**config.mk**
```make
export PLATFORM = sky130hd
export DESIGN_NAME = dcbcp_bridge
export DESIGN_NICKNAME = d
export VERILOG_FILES = /design/src/dcbcp_pkg.sv /design/src/dcbcp_timer.sv /design/src/dcbcp_bridge.sv
export SDC_FILE = /design/constraint.sdc
export NUM_CORES = 1
export LEC_CHECK = 0
export BUFFER_PORTS_ARGS = -buffer_cell sky130_fd_sc_hd__buf_2
export CELL_PAD_IN_SITES_DETAIL_PLACEMENT = 0
export CELL_PAD_IN_SITES_GLOBAL_PLACEMENT = 2
export CORE_MARGIN = 2
export CORE_UTILIZATION = 35
export CTS_BUF_LIST = sky130_fd_sc_hd__clkbuf_8
export CTS_CLUSTER_DIAMETER = 30
export DETAILED_ROUTE_END_ITERATION = 6
export GPL_TIMING_DRIVEN = 0
export PLACE_DENSITY_LB_ADDON = 0.1
export SYNTH_ARGS = -nofsm -noshare
export SYNTH_HDL_FRONTEND = slang
export SYNTH_SLANG_ARGS = --single-unit
```
**constraint.sdc**
```tcl
create_clock -name pclk -period 3 [get_ports pclk]
set_clock_uncertainty 0.05 [all_clocks]
set_input_delay 0 -clock pclk [delete_from_list [all_inputs] [get_ports pclk]]
set_output_delay 0 -clock pclk [all_outputs]
set_load 0.1 [all_outputs]
```
**src/dcbcp_pkg.sv**
```systemverilog
// package: constants, register map and types of the bridge control block
package dcbcp_pkg;
   // clock rate and timing figures
   localparam int unsigned CLK_HZ          = 25000000;
   localparam int unsigned BLANK_NS        = 3000;    // blanking interval
   localparam int unsigned CHOP_OFF_NS     = 25500;   // chop_off_time typ
   localparam int unsigned PROTECT_OFF_US  = 1200;    // protect_off_time typ
   localparam int unsigned BLANK_CYC    = (BLANK_NS * 25) / 1000;     // 75
   localparam int unsigned CHOP_OFF_CYC = (CHOP_OFF_NS * 25) / 1000;  // 637
   localparam int unsigned PROTECT_CYC  = PROTECT_OFF_US * 25;        // 30000
   localparam int unsigned CNT_W        = 16;

   // register byte offsets
   localparam logic [11:0] OFS_CTRL   = 12'h000;
   localparam logic [11:0] OFS_STATUS = 12'h004;
   localparam logic [11:0] OFS_IRQ_ST = 12'h008;
   localparam logic [11:0] OFS_IRQ_EN = 12'h00c;
   localparam logic [11:0] OFS_IRQ_CL = 12'h010;

   // control register fields
   localparam int CTRL_DIR   = 0;
   localparam int CTRL_EN    = 1;
   localparam int CTRL_DECAY = 2;
   localparam int CTRL_LIMIT = 3;
   localparam int CTRL_STBYN = 4;
   localparam logic [4:0] CTRL_RESET = 5'h18;  // limit high, standby off

   // event bits (irq status, enable, clear share the layout)
   localparam int EV_SHORT = 0;
   localparam int EV_LIMIT = 1;
   localparam int EV_WARN  = 2;
   localparam int EV_SHUT  = 3;
   localparam int EV_UV    = 4;
   localparam int EV_W     = 5;

   // bridge leg drive codes
   typedef enum logic [1:0] {DCBCP_LEG_Z, DCBCP_LEG_LO, DCBCP_LEG_HI}
      dcbcp_leg_t;
   typedef enum {DCBCP_IDLE, DCBCP_DRIVE, DCBCP_CHOP, DCBCP_LATCH}
      dcbcp_state_t;
endpackage

```
**src/dcbcp_timer.sv**
```systemverilog
// down-counting interval timer used for blank, chop and retry intervals
`timescale 1ns/100ps
module dcbcp_timer
(
   input  wire logic                          pclk,
   input  wire logic                          presetn,
   input  wire logic                          start,
   input  wire logic [dcbcp_pkg::CNT_W-1:0]   load,
   output logic                               busy
);
   logic [dcbcp_pkg::CNT_W-1:0] count;
   logic [dcbcp_pkg::CNT_W-1:0] next_count;

   // restart wins over counting so a new trigger always gets a full interval
   always_comb
   begin
      next_count = count;
      if (start)
         next_count = load;
      else if (count != '0)
         next_count = count - 16'h0001;
   end

   always_ff @(posedge pclk or negedge presetn)
   begin
      if (!presetn)
         count <= '0;
      else
         count <= next_count;
   end

   assign busy = (count != '0);
endmodule

```
**src/dcbcp_bridge.sv**
```systemverilog
// full-bridge control, chopping, protection and apb registers
// What this block does
// - over peak current, chop in mixed decay for fixed off-time, then redrive
// - peak regulation runs only while limit_select is high
// - ignore current comparator for about 3 us after each output transition
// - standby_n low holds both bridge outputs high-impedance
// - short sets fault latch, outputs off until protect_off_time expires
// - shutdown temperature disables outputs until its flag clears
// - thermal warning asserts fault output, bridge keeps driving
// - limit_select low: sense over 500 mV latches outputs off
// - current-limit latch holds fault low, retries after protect timer
// - fault_flag_n low for short, limit latch, warning, undervoltage
// - supply lockout keeps bridge outputs off
// - enabled drive: direction 1 gives a high b low, 0 reverse
// - enable and decay low: fast decay opposite direction, z near zero
// - enable low, decay high: brake with both outputs high
`timescale 1ns/100ps
module dcbcp_bridge
(
   input  wire logic        pclk,
   input  wire logic        presetn,
   input  wire logic        psel,
   input  wire logic        penable,
   input  wire logic        pwrite,
   input  wire logic [11:0] paddr,
   input  wire logic [31:0] pwdata,
   output logic      [31:0] prdata,
   output logic             pready,
   output logic             pslverr,
   input  wire logic        peak_trip,
   input  wire logic        sense_trip,
   input  wire logic        short_detect,
   input  wire logic        temp_warn,
   input  wire logic        temp_shutdown,
   input  wire logic        load_supply_low,
   input  wire logic        pump_voltage_low,
   input  wire logic        current_near_zero,
   output logic             bridge_out_a,
   output logic             bridge_out_a_oe_n,
   output logic             bridge_out_b,
   output logic             bridge_out_b_oe_n,
   output logic             pump_enable,
   output logic             fault_flag_n_out,
   output logic             fault_flag_n_oe_n,
   output logic             irq
);
   // ------------------------------------------------------------
   // state and next values
   // ------------------------------------------------------------
   logic [4:0]                      ctrl;
   logic [4:0]                      next_ctrl;
   logic [dcbcp_pkg::EV_W-1:0]      ev_status;
   logic [dcbcp_pkg::EV_W-1:0]      next_ev_status;
   logic [dcbcp_pkg::EV_W-1:0]      ev_enable;
   logic [dcbcp_pkg::EV_W-1:0]      next_ev_enable;
   logic [31:0]                     next_prdata;
   logic                            next_pready;
   logic                            next_pslverr;
   dcbcp_pkg::dcbcp_state_t         state;
   dcbcp_pkg::dcbcp_state_t         next_state;
   logic                            short_latch;
   logic                            next_short_latch;
   logic                            limit_latch;
   logic                            next_limit_latch;
   dcbcp_pkg::dcbcp_leg_t           leg_a;
   dcbcp_pkg::dcbcp_leg_t           leg_b;
   dcbcp_pkg::dcbcp_leg_t           next_leg_a;
   dcbcp_pkg::dcbcp_leg_t           next_leg_b;
   logic                            chop_phase;
   logic                            next_chop_phase;
   logic                            next_out_a;
   logic                            next_oe_a_n;
   logic                            next_out_b;
   logic                            next_oe_b_n;
   logic                            next_fault_oe_n;
   logic                            next_irq;
   logic                            blank_busy;
   logic                            chop_busy;
   logic                            retry_busy;
   logic                            blank_start;
   logic                            chop_start;
   logic                            retry_start;
   logic [dcbcp_pkg::EV_W-1:0]      ev_raw;

   // ------------------------------------------------------------
   // decode helpers
   // ------------------------------------------------------------
   function automatic logic hit(input logic [11:0] a, input logic [11:0] o);
      hit = (a == o);
   endfunction

   // legs of a table mode given direction bit
   function automatic dcbcp_pkg::dcbcp_leg_t pick(input logic d,
                                                   input logic on_when);
      pick = (d == on_when) ? dcbcp_pkg::DCBCP_LEG_HI
                            : dcbcp_pkg::DCBCP_LEG_LO;
   endfunction

   wire logic dir       = ctrl[dcbcp_pkg::CTRL_DIR];
   wire logic enable    = ctrl[dcbcp_pkg::CTRL_EN];
   wire logic decay_sel = ctrl[dcbcp_pkg::CTRL_DECAY];
   wire logic limit_sel = ctrl[dcbcp_pkg::CTRL_LIMIT];
   wire logic standby_n = ctrl[dcbcp_pkg::CTRL_STBYN];
   wire logic lockout   = load_supply_low | pump_voltage_low;
   wire logic off_force = !standby_n | lockout | temp_shutdown
                        | short_latch | limit_latch;
   wire logic acc       = psel & penable & !pready;
   wire logic wr        = acc & pwrite;
   // current comparator masked during blanking
   wire logic cmp_peak  = peak_trip & !blank_busy & limit_sel;
   wire logic cmp_limit = sense_trip & !blank_busy & !limit_sel;

   // ------------------------------------------------------------
   // timers
   // ------------------------------------------------------------
   dcbcp_timer u_blank (.pclk(pclk), .presetn(presetn), .start(blank_start),
      .load(dcbcp_pkg::CNT_W'(dcbcp_pkg::BLANK_CYC)), .busy(blank_busy));
   dcbcp_timer u_chop (.pclk(pclk), .presetn(presetn), .start(chop_start),
      .load(dcbcp_pkg::CNT_W'(dcbcp_pkg::CHOP_OFF_CYC)), .busy(chop_busy));
   dcbcp_timer u_retry (.pclk(pclk), .presetn(presetn), .start(retry_start),
      .load(dcbcp_pkg::CNT_W'(dcbcp_pkg::PROTECT_CYC)), .busy(retry_busy));

   // ------------------------------------------------------------
   // protection latches and chop state
   // ------------------------------------------------------------
   // both latch kinds share one retry timer, started when a latch is set
   always_comb
   begin
      next_state       = state;
      next_short_latch = short_latch;
      next_limit_latch = limit_latch;
      next_chop_phase  = chop_phase;
      chop_start       = 1'b0;
      retry_start      = 1'b0;
      if ((short_latch | limit_latch) & !retry_busy & !retry_start)
      begin
         next_short_latch = 1'b0;
         next_limit_latch = 1'b0;
      end
      if (short_detect & standby_n)
      begin
         next_short_latch = 1'b1;
         retry_start      = 1'b1;
      end
      else if (cmp_limit & (state == dcbcp_pkg::DCBCP_DRIVE))
      begin
         next_limit_latch = 1'b1;
         retry_start      = 1'b1;
      end
      case (state)
         dcbcp_pkg::DCBCP_IDLE:
            if (!off_force & enable)
               next_state = dcbcp_pkg::DCBCP_DRIVE;
         dcbcp_pkg::DCBCP_DRIVE:
            if (off_force | retry_start)
               next_state = dcbcp_pkg::DCBCP_LATCH;
            else if (!enable)
               next_state = dcbcp_pkg::DCBCP_IDLE;
            else if (cmp_peak)
            begin
               next_state      = dcbcp_pkg::DCBCP_CHOP;
               chop_start      = 1'b1;
               next_chop_phase = 1'b0;
            end
         dcbcp_pkg::DCBCP_CHOP:
            if (off_force | retry_start)
               next_state = dcbcp_pkg::DCBCP_LATCH;
            else if (!chop_busy)
               next_state = dcbcp_pkg::DCBCP_IDLE;
            else
               next_chop_phase = !chop_phase;   // mixed decay alternates
         dcbcp_pkg::DCBCP_LATCH:
            if (!off_force & !retry_start)
               next_state = dcbcp_pkg::DCBCP_IDLE;
         default:
            next_state = dcbcp_pkg::DCBCP_IDLE;
      endcase
   end

   always_ff @(posedge pclk or negedge presetn)
   begin
      if (!presetn)
      begin
         state       <= dcbcp_pkg::DCBCP_IDLE;
         short_latch <= 1'b0;
         limit_latch <= 1'b0;
         chop_phase  <= 1'b0;
      end
      else
      begin
         state       <= next_state;
         short_latch <= next_short_latch;
         limit_latch <= next_limit_latch;
         chop_phase  <= next_chop_phase;
      end
   end

   // ------------------------------------------------------------
   // output mapping
   // ------------------------------------------------------------
   // the control table; forced-off cases leave both legs floating
   always_comb
   begin
      next_leg_a = dcbcp_pkg::DCBCP_LEG_Z;
      next_leg_b = dcbcp_pkg::DCBCP_LEG_Z;
      if (off_force | (state == dcbcp_pkg::DCBCP_LATCH))
      begin
         next_leg_a = dcbcp_pkg::DCBCP_LEG_Z;
         next_leg_b = dcbcp_pkg::DCBCP_LEG_Z;
      end
      else if (state == dcbcp_pkg::DCBCP_CHOP)
      begin
         // driven leg chops, opposite leg stays high
         next_leg_a = dir ? (chop_phase ? dcbcp_pkg::DCBCP_LEG_HI
            : dcbcp_pkg::DCBCP_LEG_LO) : dcbcp_pkg::DCBCP_LEG_HI;
         next_leg_b = dir ? dcbcp_pkg::DCBCP_LEG_HI : (chop_phase
            ? dcbcp_pkg::DCBCP_LEG_HI : dcbcp_pkg::DCBCP_LEG_LO);
      end
      else if (enable)
      begin
         next_leg_a = pick(dir, 1'b1);
         next_leg_b = pick(dir, 1'b0);
      end
      else if (decay_sel)
      begin
         next_leg_a = dcbcp_pkg::DCBCP_LEG_HI;
         next_leg_b = dcbcp_pkg::DCBCP_LEG_HI;
      end
      else if (!current_near_zero)
      begin
         next_leg_a = pick(dir, 1'b0);
         next_leg_b = pick(dir, 1'b1);
      end
   end

   // each change of a leg restarts blanking
   assign blank_start = (next_leg_a != leg_a) | (next_leg_b != leg_b);

   always_comb
   begin
      next_out_a  = (next_leg_a == dcbcp_pkg::DCBCP_LEG_HI);
      next_oe_a_n = (next_leg_a == dcbcp_pkg::DCBCP_LEG_Z);
      next_out_b  = (next_leg_b == dcbcp_pkg::DCBCP_LEG_HI);
      next_oe_b_n = (next_leg_b == dcbcp_pkg::DCBCP_LEG_Z);
      // fault drives low only: warning keeps bridge running
      next_fault_oe_n = !(short_latch | limit_latch | temp_warn
                          | lockout);
   end

   always_ff @(posedge pclk or negedge presetn)
   begin
      if (!presetn)
      begin
         leg_a             <= dcbcp_pkg::DCBCP_LEG_Z;
         leg_b             <= dcbcp_pkg::DCBCP_LEG_Z;
         bridge_out_a      <= 1'b0;
         bridge_out_a_oe_n <= 1'b1;
         bridge_out_b      <= 1'b0;
         bridge_out_b_oe_n <= 1'b1;
         fault_flag_n_out  <= 1'b0;
         fault_flag_n_oe_n <= 1'b1;
         pump_enable       <= 1'b0;
      end
      else
      begin
         leg_a             <= next_leg_a;
         leg_b             <= next_leg_b;
         bridge_out_a      <= next_out_a;
         bridge_out_a_oe_n <= next_oe_a_n;
         bridge_out_b      <= next_out_b;
         bridge_out_b_oe_n <= next_oe_b_n;
         fault_flag_n_out  <= 1'b0;
         fault_flag_n_oe_n <= next_fault_oe_n;
         pump_enable       <= standby_n;
      end
   end

   // ------------------------------------------------------------
   // apb registers and interrupt
   // ------------------------------------------------------------
   assign ev_raw = {lockout, temp_shutdown, temp_warn, limit_latch,
                    short_latch};

   // set wins over a clear in the same cycle
   always_comb
   begin
      next_ctrl      = ctrl;
      next_ev_enable = ev_enable;
      next_ev_status = ev_status;
      next_prdata    = 32'h0000_0000;
      next_pready    = acc;
      next_pslverr   = 1'b0;
      if (wr & hit(paddr, dcbcp_pkg::OFS_CTRL))
         next_ctrl = pwdata[4:0];
      if (wr & hit(paddr, dcbcp_pkg::OFS_IRQ_EN))
         next_ev_enable = pwdata[dcbcp_pkg::EV_W-1:0];
      if (wr & hit(paddr, dcbcp_pkg::OFS_IRQ_CL))
         next_ev_status = ev_status & ~pwdata[dcbcp_pkg::EV_W-1:0];
      next_ev_status = next_ev_status | ev_raw;
      if (acc)
      begin
         case (paddr)
            dcbcp_pkg::OFS_CTRL:   next_prdata = {27'h0, ctrl};
            dcbcp_pkg::OFS_STATUS: next_prdata = {23'h0, !fault_flag_n_oe_n,
               bridge_out_b_oe_n, bridge_out_a_oe_n, 1'b0, ev_raw};
            dcbcp_pkg::OFS_IRQ_ST: next_prdata = {27'h0, ev_status};
            dcbcp_pkg::OFS_IRQ_EN: next_prdata = {27'h0, ev_enable};
            dcbcp_pkg::OFS_IRQ_CL: next_prdata = 32'h0000_0000;
            default:               next_pslverr = 1'b1;
         endcase
      end
      next_irq = |(ev_status & ev_enable);
   end

   always_ff @(posedge pclk or negedge presetn)
   begin
      if (!presetn)
      begin
         ctrl      <= dcbcp_pkg::CTRL_RESET;
         ev_status <= '0;
         ev_enable <= '0;
         prdata    <= 32'h0000_0000;
         pready    <= 1'b0;
         pslverr   <= 1'b0;
         irq       <= 1'b0;
      end
      else
      begin
         ctrl      <= next_ctrl;
         ev_status <= next_ev_status;
         ev_enable <= next_ev_enable;
         prdata    <= next_prdata;
         pready    <= next_pready;
         pslverr   <= next_pslverr;
         irq       <= next_irq;
      end
   end

   // ------------------------------------------------------------
   // assertions
   // ------------------------------------------------------------
   a_standby_float: assert property (@(posedge pclk) disable iff (!presetn)
      !standby_n |=> bridge_out_a_oe_n && bridge_out_b_oe_n)
      else $error("bridge driven in standby");
   a_shutdown_off: assert property (@(posedge pclk) disable iff (!presetn)
      temp_shutdown |=> bridge_out_a_oe_n && bridge_out_b_oe_n)
      else $error("bridge driven during thermal shutdown");
   a_lockout_off: assert property (@(posedge pclk) disable iff (!presetn)
      lockout |=> bridge_out_a_oe_n && bridge_out_b_oe_n)
      else $error("bridge driven under supply lockout");
   a_fault_warn: assert property (@(posedge pclk) disable iff (!presetn)
      temp_warn |=> !fault_flag_n_oe_n)
      else $error("warning did not pull fault low");
   a_short_latch: assert property (@(posedge pclk) disable iff (!presetn)
      short_detect && standby_n |=> short_latch ##1 !fault_flag_n_oe_n)
      else $error("short not latched");
   a_retry_hold: assert property (@(posedge pclk) disable iff (!presetn)
      $rose(limit_latch) |-> limit_latch [*8])
      else $error("limit latch released early");
   a_blank_mask: assert property (@(posedge pclk) disable iff (!presetn)
      blank_busy |-> !cmp_peak && !cmp_limit)
      else $error("comparator seen during blanking");
   a_forward_map: assert property (@(posedge pclk) disable iff (!presetn)
      state == dcbcp_pkg::DCBCP_DRIVE && !off_force && enable && dir
      && !cmp_peak && !retry_start |=> bridge_out_a && !bridge_out_b)
      else $error("forward mapping wrong");
   a_brake_map: assert property (@(posedge pclk) disable iff (!presetn)
      !off_force && state != dcbcp_pkg::DCBCP_LATCH
      && state != dcbcp_pkg::DCBCP_CHOP && !enable && decay_sel
      |=> bridge_out_a && bridge_out_b)
      else $error("brake mapping wrong");
   a_chop_high: assert property (@(posedge pclk) disable iff (!presetn)
      state == dcbcp_pkg::DCBCP_CHOP && dir && !off_force
      |=> bridge_out_b && !bridge_out_b_oe_n)
      else $error("opposite leg not high while chopping");
   a_peak_gate: assert property (@(posedge pclk) disable iff (!presetn)
      !limit_sel |-> !chop_start)
      else $error("chop without peak regulation");
endmodule

```
==> impl_metrics.tcl, run 1 <==
set metrics [dict create \
    instances_no_fill 733 \
    cts_tree "done" \
    clock_sinks 89 \
    die_h_um 118 \
    crit_type "reg -> reg" \
    synth_compound_area_share_pct 8.52 \
    required_ns 3.25 \
    synthCells 453 \
    syn_area_per_cell_um2 10.0 \
    insertion_delay_ns 0.38 \
    area_growth_pct 21.6 \
    ys_async_sr_fraction_pct 100 \
    clk_pin_slew_ns 0.09 \
    drive_above_1_share_pct 22.3 \
    reg2regPathDepth 8 \
    antenna_cells 0 \
    grtUsageTotal_pct 15.0 \
    synth_seq_cells 89 \
    leakage_nw 2.34 \
    cts_inserted_buffers 9 \
    nets 617 \
    grt_pass1_vias 3523 \
    drt_iter0_drc 127 \
    final.min_clock_period_ns 2.74 \
    arrival_ns 2.99 \
    post_cts_buffers 0 \
    htree_levels 3 \
    reg2reg_from "ctrl[0]$_DFFE_PN0P_" \
    path_depth 8 \
    r2r_slack_ns 0.26 \
    final_antenna_net_count 0 \
    p_int_mw 1.70 \
    synthMuxAreaShare_pct 5.14 \
    setup_viol 0 \
    start_kind "flip-flop" \
    gr-total-overflow 0 \
    wl_per_cell_um 13.2 \
    path_common_cell "buf_2" \
    p_sw_mw 0.695 \
    die_area_um2 13900 \
    fin_util_pct 43.7 \
    fp.dieW_um 118 \
    final_cell_mix "dfrtp_1, nor2_1, buf_2, nand2_1, buf_4" \
    reg2reg_to "u_blank.count[14]$_DFFE_PN0P_" \
    synthAdderAreaFrac_pct 1.10 \
    status "complete, no violations" \
    cp_cell_sequence "buf_2, or3_1, a221oi_1, xor2_1, or4_1, clkbuf_1, buf_2, nor2_1" \
    cts_root_buf "clkbuf_8" \
    slowest_stage "or4_1" \
    worstMarginPinSlew_ns 0.754 \
    slew-limit-headroom_pct 49.2 \
    finalInstanceArea_um2 5540 \
    power_density_nw_per_um2 432 \
    antenna_found_initial 0 \
    synth_cell_types 59 \
    drv_cap 0 \
    grt_max_degree 68 \
    ys_warn_count 0 \
    dpl.cell_count 696 \
    gp_congestion 0.745 \
    period_share_pct 91.3 \
    synth_top_family_by_area "simple AND/OR/NAND/NOR gates" \
    avgViaCountPerCell 4.74 \
    hp-class "in -> async" \
    cts_buffer_depth 2 \
    ioPinCount 99 \
    endpoint_kind "flip-flop" \
    port_buffers 46 \
    fmax_ghz 0.365 \
    rsz0062_at_grt "no" \
    synth_edf_count 0 \
    dpl_cell_area_um2 5120 \
    synthFlopType "dfrtp_1" \
    hpwl_mm 6.79 \
    synth-simple-area-share_pct 22.7 \
    layout_commonest_cell "dfrtp_1" \
    fp-row-count 41 \
    power_frac_seq_pct 53.3 \
    path_buf_inv 3 \
    tns_ns 0 \
    synth_xor_area_share_pct 6.74 \
    core-area_um2 12700 \
    vdd_ir_drop_max_mv 0.219 \
    worst_path_largest_cell_delay_ns 0.58 \
    finalHoldViolCount 0 \
    crit_fanout 10 \
    vias 3478 \
    grt_pass1_wl_mm 17.0 \
    netlist_area_um2 4550 \
    crit_start "ctrl[0]$_DFFE_PN0P_" \
    drv_slew 0 \
    synth-seq-area-share_pct 49.1 \
    start_util_pct 35.9 \
    drc 0 \
    swShare_pct 29.1 \
    cp-endpoint "u_blank.count[14]$_DFFE_PN0P_" \
    clock_power_share_pct 33.0 \
    detail_route.first_pass.iterations 4 \
    drt_wl_total_mm 9.68 \
    p_comb_share_pct 13.7 \
    cpLargestDelayFamily "simple AND/OR/NAND/NOR gates" \
]
==> worst min-delay path by stage <==
stage / start / to / slack, ns / depth (start not counted)
2_1_floorplan: presetn / bridge_out_a$_DFF_PN0_ / -0.35 / 0
3_3_place_gp: temp_warn / fault_flag_n_oe_n$_DFF_PN1_ / 0.12 / 2
3_5_place_dp: presetn / u_chop.count[5]$_DFFE_PN0P_ / -0.11 / 1
4_1_cts: presetn / u_chop.count[5]$_DFFE_PN0P_ / 0.004 / 2
5_1_grt: presetn / u_chop.count[5]$_DFFE_PN0P_ / 0.03 / 2
6_report: presetn / u_chop.count[12]$_DFFE_PN0P_ / 0.02 / 2
==> synthesized netlist by cell type, types with 11 or more instances <==
library cell	instances	area share, %
dfrtp_1	84	46
nor2_1	50	4.1
nand2_1	38	3.1
buf_4	26	4.3
nor3_1	20	2.2
xnor2_1	19	3.7
a21oi_1	18	2.0
xor2_1	16	3.1
nand3_1	15	1.6
inv_1	13	1.1
o21ai_0	13	1.4
mux2_2	11	2.7
==> state kept, by name, summed over array words and instances, names as in the netlist, 2 cells and up <==
register,count
leg_b,2
u_blank.count,16
ev_status,5
prdata,8
u_retry.count,16
ev_enable,5
ctrl,5
u_chop.count,16
leg_a,2
state,2
==> power by group through the flow <==
| stage | Combinational [mW] | Clock, mW | Sequential [mW] |
|---|---|---|---|
| after global placement | 0.304 | 0 | 1.30 |
| after floorplan | 0.232 | 0 | 1.30 |
| after CTS | 0.330 | 0.835 | 1.28 |
| final | 0.327 | 0.789 | 1.28 |
| after detailed placement | 0.312 | 0 | 1.30 |
| after global routing | 0.356 | 0.882 | 1.29 |
==> area by class of cell <==
| type | instances | area, µm² |
|---|---|---|
| Fill cell | 1242 | 7140 |
| Sequential cell | 89 | 2230 |
| Multi-Input combinational cell | 335 | 2120 |
| Timing Repair Buffer | 69 | 480 |
| Buffer | 39 | 249 |
| Tap cell | 172 | 215 |
| Clock buffer | 12 | 165 |
| Inverter | 13 | 48.8 |
| Clock inverter | 4 | 21.3 |
==> stage by stage <==
stage          setup WS, ns  power [mW]  hold WS [ns]
2_1_floorplan         0.639        1.53        -0.346
5_1_grt              0.0435        2.52        0.0280
3_3_place_gp          0.183        1.60         0.116
6_report              0.261        2.39        0.0201
4_1_cts               0.127        2.44       0.00352
3_5_place_dp          0.158        1.61        -0.115
==> timing repair <==
item | 4_1_cts | 5_1_grt
endpoints found under the setup margin | 0 | 15
hold endpoints to repair | 109 | 0
hold buffers | 22 | 0
gates resized for setup | 0 | 3
==> worst register-to-register path: stages, from the launching register on <==
cell and delay (ns):
dfrtp_1 0.40, buf_2 0.18, or3_1 0.35, a221oi_1 0.45, xor2_1 0.12, or4_1 0.58, clkbuf_1 0.20, buf_2 0.22
nor2_1 0.13
==> routing by layer <==
layer / vias up / wire length, µm / global-route usage [%]
met5: - / 0 / 0
met4: 0 / 133 / 6.48
met3: 10 / 290 / 2.91
met2: 44 / 4450 / 23.8
met1: 1675 / 4800 / 20.0
li1: 1749 / - / -
==> cells by family after synthesis <==
kind of cell | after synthesis
adders and majority gates | 4
buffers and inverters | 53
xor gates and xnor gates | 35
and+or+nand+nor | 194
muxes | 17
other | 1
AOI/OAI and AO/OA | 60
DFF | 89
Note: power is estimated with default switching activity, not from simulation.
==> run 2: changes to the inputs <==
--- a/config.mk
+++ b/config.mk
@@ -17,4 +17,5 @@
 export PLACE_DENSITY_LB_ADDON = 0.1
 export SYNTH_ARGS = -nofsm -noshare
 export SYNTH_HDL_FRONTEND = slang
+export SYNTH_HIERARCHICAL = 1
 export SYNTH_SLANG_ARGS = --single-unit
==> impl_metrics.tcl, run 2 <==
set metrics [dict create \
    finalInstanceArea_um2 6450 \
    top_regs "u_blank/count: 16 flops, u_chop/count: 16 flops, u_retry/count: 16 flops" \
    total_power_mw 2.93 \
    final_cell_mix "dfrtp_1, conb_1, nand2_1, buf_2, buf_4" \
    min_from "current_near_zero" \
    reg2regPathDepth 12 \
    path_common_cell "inv_1" \
    final.min_clock_period_ns 2.84 \
    gr-total-overflow 0 \
    setup_viol 0 \
    cp_cell_sequence "inv_1, ha_4, nor3b_4, nand3b_1, nor2_4, inv_1, nand2b_1, nor4_4, nor3_2, and3_4, clkbuf_8, o31ai_2" \
    drc 0 \
    cts_buffer_depth 2 \
    core-area_um2 14400 \
    crit_start "u_blank/count[1]$_DFFE_PN0P_" \
    clk_pin_slew_ns 0.10 \
    slew-limit-headroom_pct 50.4 \
    min_path_cells 4 \
    yosys-top-cells-count "dfrtp_1, nand2_1, nor2_1, xor2_1, o31ai_1" \
    min_to "bridge_out_a$_DFF_PN0_" \
    port_buffers 44 \
    ys_warn_count 6 \
    grt_max_degree 51 \
    r2r_slack_ns 0.16 \
    dpl.cell_count 802 \
    drv_cap 0 \
    start_kind "flip-flop" \
    crit_type "reg -> reg" \
    htree_levels 3 \
    yosysTopAreaCell "dfrtp_1" \
    detail_route.first_pass.iterations 6 \
    syn_area_per_cell_um2 10.2 \
    wl_per_cell_um 14.0 \
    arrival_ns 3.08 \
    synth_area_leaders "dfrtp_1, xor2_1, nand2_1, o31ai_1, buf_4" \
    status "complete, no violations" \
    synth_cell_types 65 \
    cts_root_buf "clkbuf_8" \
    grtUsageTotal_pct 16.0 \
    synthCells 502 \
    reg2reg_from "u_blank/count[1]$_DFFE_PN0P_" \
    antenna_cells 0 \
    ys_async_sr_fraction_pct 100 \
    start_util_pct 35.6 \
    die_h_um 125 \
    drv_slew 0 \
    fp-row-count 44 \
    fin_util_pct 44.7 \
    layout_commonest_cell "dfrtp_1" \
    avgViaCountPerCell 4.70 \
    drt_iter0_drc 166 \
    grt_pass1_vias 4099 \
    worst_path_largest_cell_delay_ns 0.42 \
    nets 714 \
    ioPinCount 99 \
    antenna_found_initial 0 \
    synth.most_common_cell "dfrtp_1" \
    worstMarginPinSlew_ns 0.738 \
    dpl_cell_area_um2 5890 \
    layout_setup_ws_ns 0.162 \
    vias 3963 \
    hp-class "in -> reg" \
    cts_tree "done" \
    slowest_stage "dfrtp_1" \
    clock_sinks 89 \
    pre_cts_slack_ns -0.862 \
    synthFlopType "dfrtp_1" \
    reg2reg_to "u_chop/count[2]$_DFFE_PN0P_" \
    synth_edf_count 0 \
    die_area_um2 15600 \
    required_ns 3.24 \
    synth_seq_cells 89 \
    finalHoldViolCount 0 \
    instances_no_fill 843 \
    insertion_delay_ns 0.38 \
    drive_above_1_share_pct 24.4 \
    fp.dieW_um 125 \
    power_density_nw_per_um2 454 \
    hpwl_mm 8.21 \
    period_share_pct 94.6 \
    gp_congestion 0.788 \
    grt_pass1_wl_mm 20.2 \
    crit_fanout 10 \
    netlist_area_um2 5130 \
    synth-seq-area-share_pct 43.5 \
    vdd_ir_drop_max_mv 0.288 \
    leakage_nw 2.63 \
    area_growth_pct 25.7 \
    endpoint_kind "flip-flop" \
    synth_top_area_share_pct 41.0 \
    drt_wl_total_mm 11.8 \
    fmax_ghz 0.352 \
    final_antenna_net_count 0 \
    cts_inserted_buffers 9 \
]
run 2: per-stage QoR:
step	hold slack (ns)	TNS (ns)
floorplan	-0.346	0
detailed placement	-0.0275	-21.43
global route	0.0344	-0.0703
global placement	0.106	-20.43
CTS	0.00979	0
finish	0.0317	0
run 2: area by class of cell:
cell class | count | area [µm²]
clock buffer | 10 | 138
inverter | 16 | 60.1
tap | 184 | 230
sequential | 89 | 2230
buffer | 38 | 269
clock inverter | 6 | 97.6
multi-input combinational | 428 | 2920
fill | 1431 | 7970
timing repair buffer | 72 | 505
run 2: critical path: cells and delay by family (launching register included):
family / cells / cell delay [ns]
simple gates: 7 / 1.50
flops: 1 / 0.42
fa+ha+maj: 1 / 0.17
compound gates: 1 / 0.26
buf+inv: 3 / 0.36
run 2: where the power goes:
group	switching, mW	internal [mW]	total (mW)	leakage (nW)
combinational	0.332	0.197	0.529	1.49
sequential	0.135	1.28	1.42	1.03
clock	0.477	0.505	0.983	0.119
total	0.945	1.98	2.93	2.63
run 2: metal layers:
metal | vias up | routed length, µm | track usage, %
li1 | 1993 | - | -
met1 | 1890 | 5580 | 20.6
met2 | 65 | 5640 | 26.5
met3 | 15 | 400 | 3.64
met4 | 0 | 199 | 5.69
met5 | - | 0 | 0
run 2: kinds of logic after synthesis:
| logic type | Yosys count | share of synthesized area, % |
|---|---|---|
| simple gates | 203 | 24.9 |
| compound gates | 91 | 12.3 |
| flops | 89 | 43.5 |
| buf+inv | 56 | 6.24 |
| xor+xnor | 40 | 6.83 |
| mux | 18 | 5.34 |
| fa+ha+maj | 3 | 0.731 |
| other cells | 2 | 0.146 |
run 2: how the worst max path moves through the flow:
stage / end / slack (ns) / cells past startpoint
after CTS: u_chop/count[2]$_DFFE_PN0P_ / 0.007 / 13
final: u_chop/count[2]$_DFFE_PN0P_ / 0.16 / 12
after detailed placement: u_retry/count[13]$_DFFE_PN0P_ / -0.86 / 13
after floorplan: u_chop/count[1]$_DFFE_PN0P_ / 0.10 / 13
after global routing: u_chop/count[2]$_DFFE_PN0P_ / -0.04 / 10
after global placement: u_retry/count[13]$_DFFE_PN0P_ / -0.83 / 13
run 2: what timing repair did:
| action | 4_1_cts | 5_1_grt |
|---|---|---|
| buffers inserted | 3 | 3 |
| hold endpoints to repair | 115 | 0 |
| pin swaps | 1 | 2 |
| hold buffers | 21 | 0 |
| endpoints found under the setup margin | 33 | 29 |
| resized for setup | 11 | 12 |
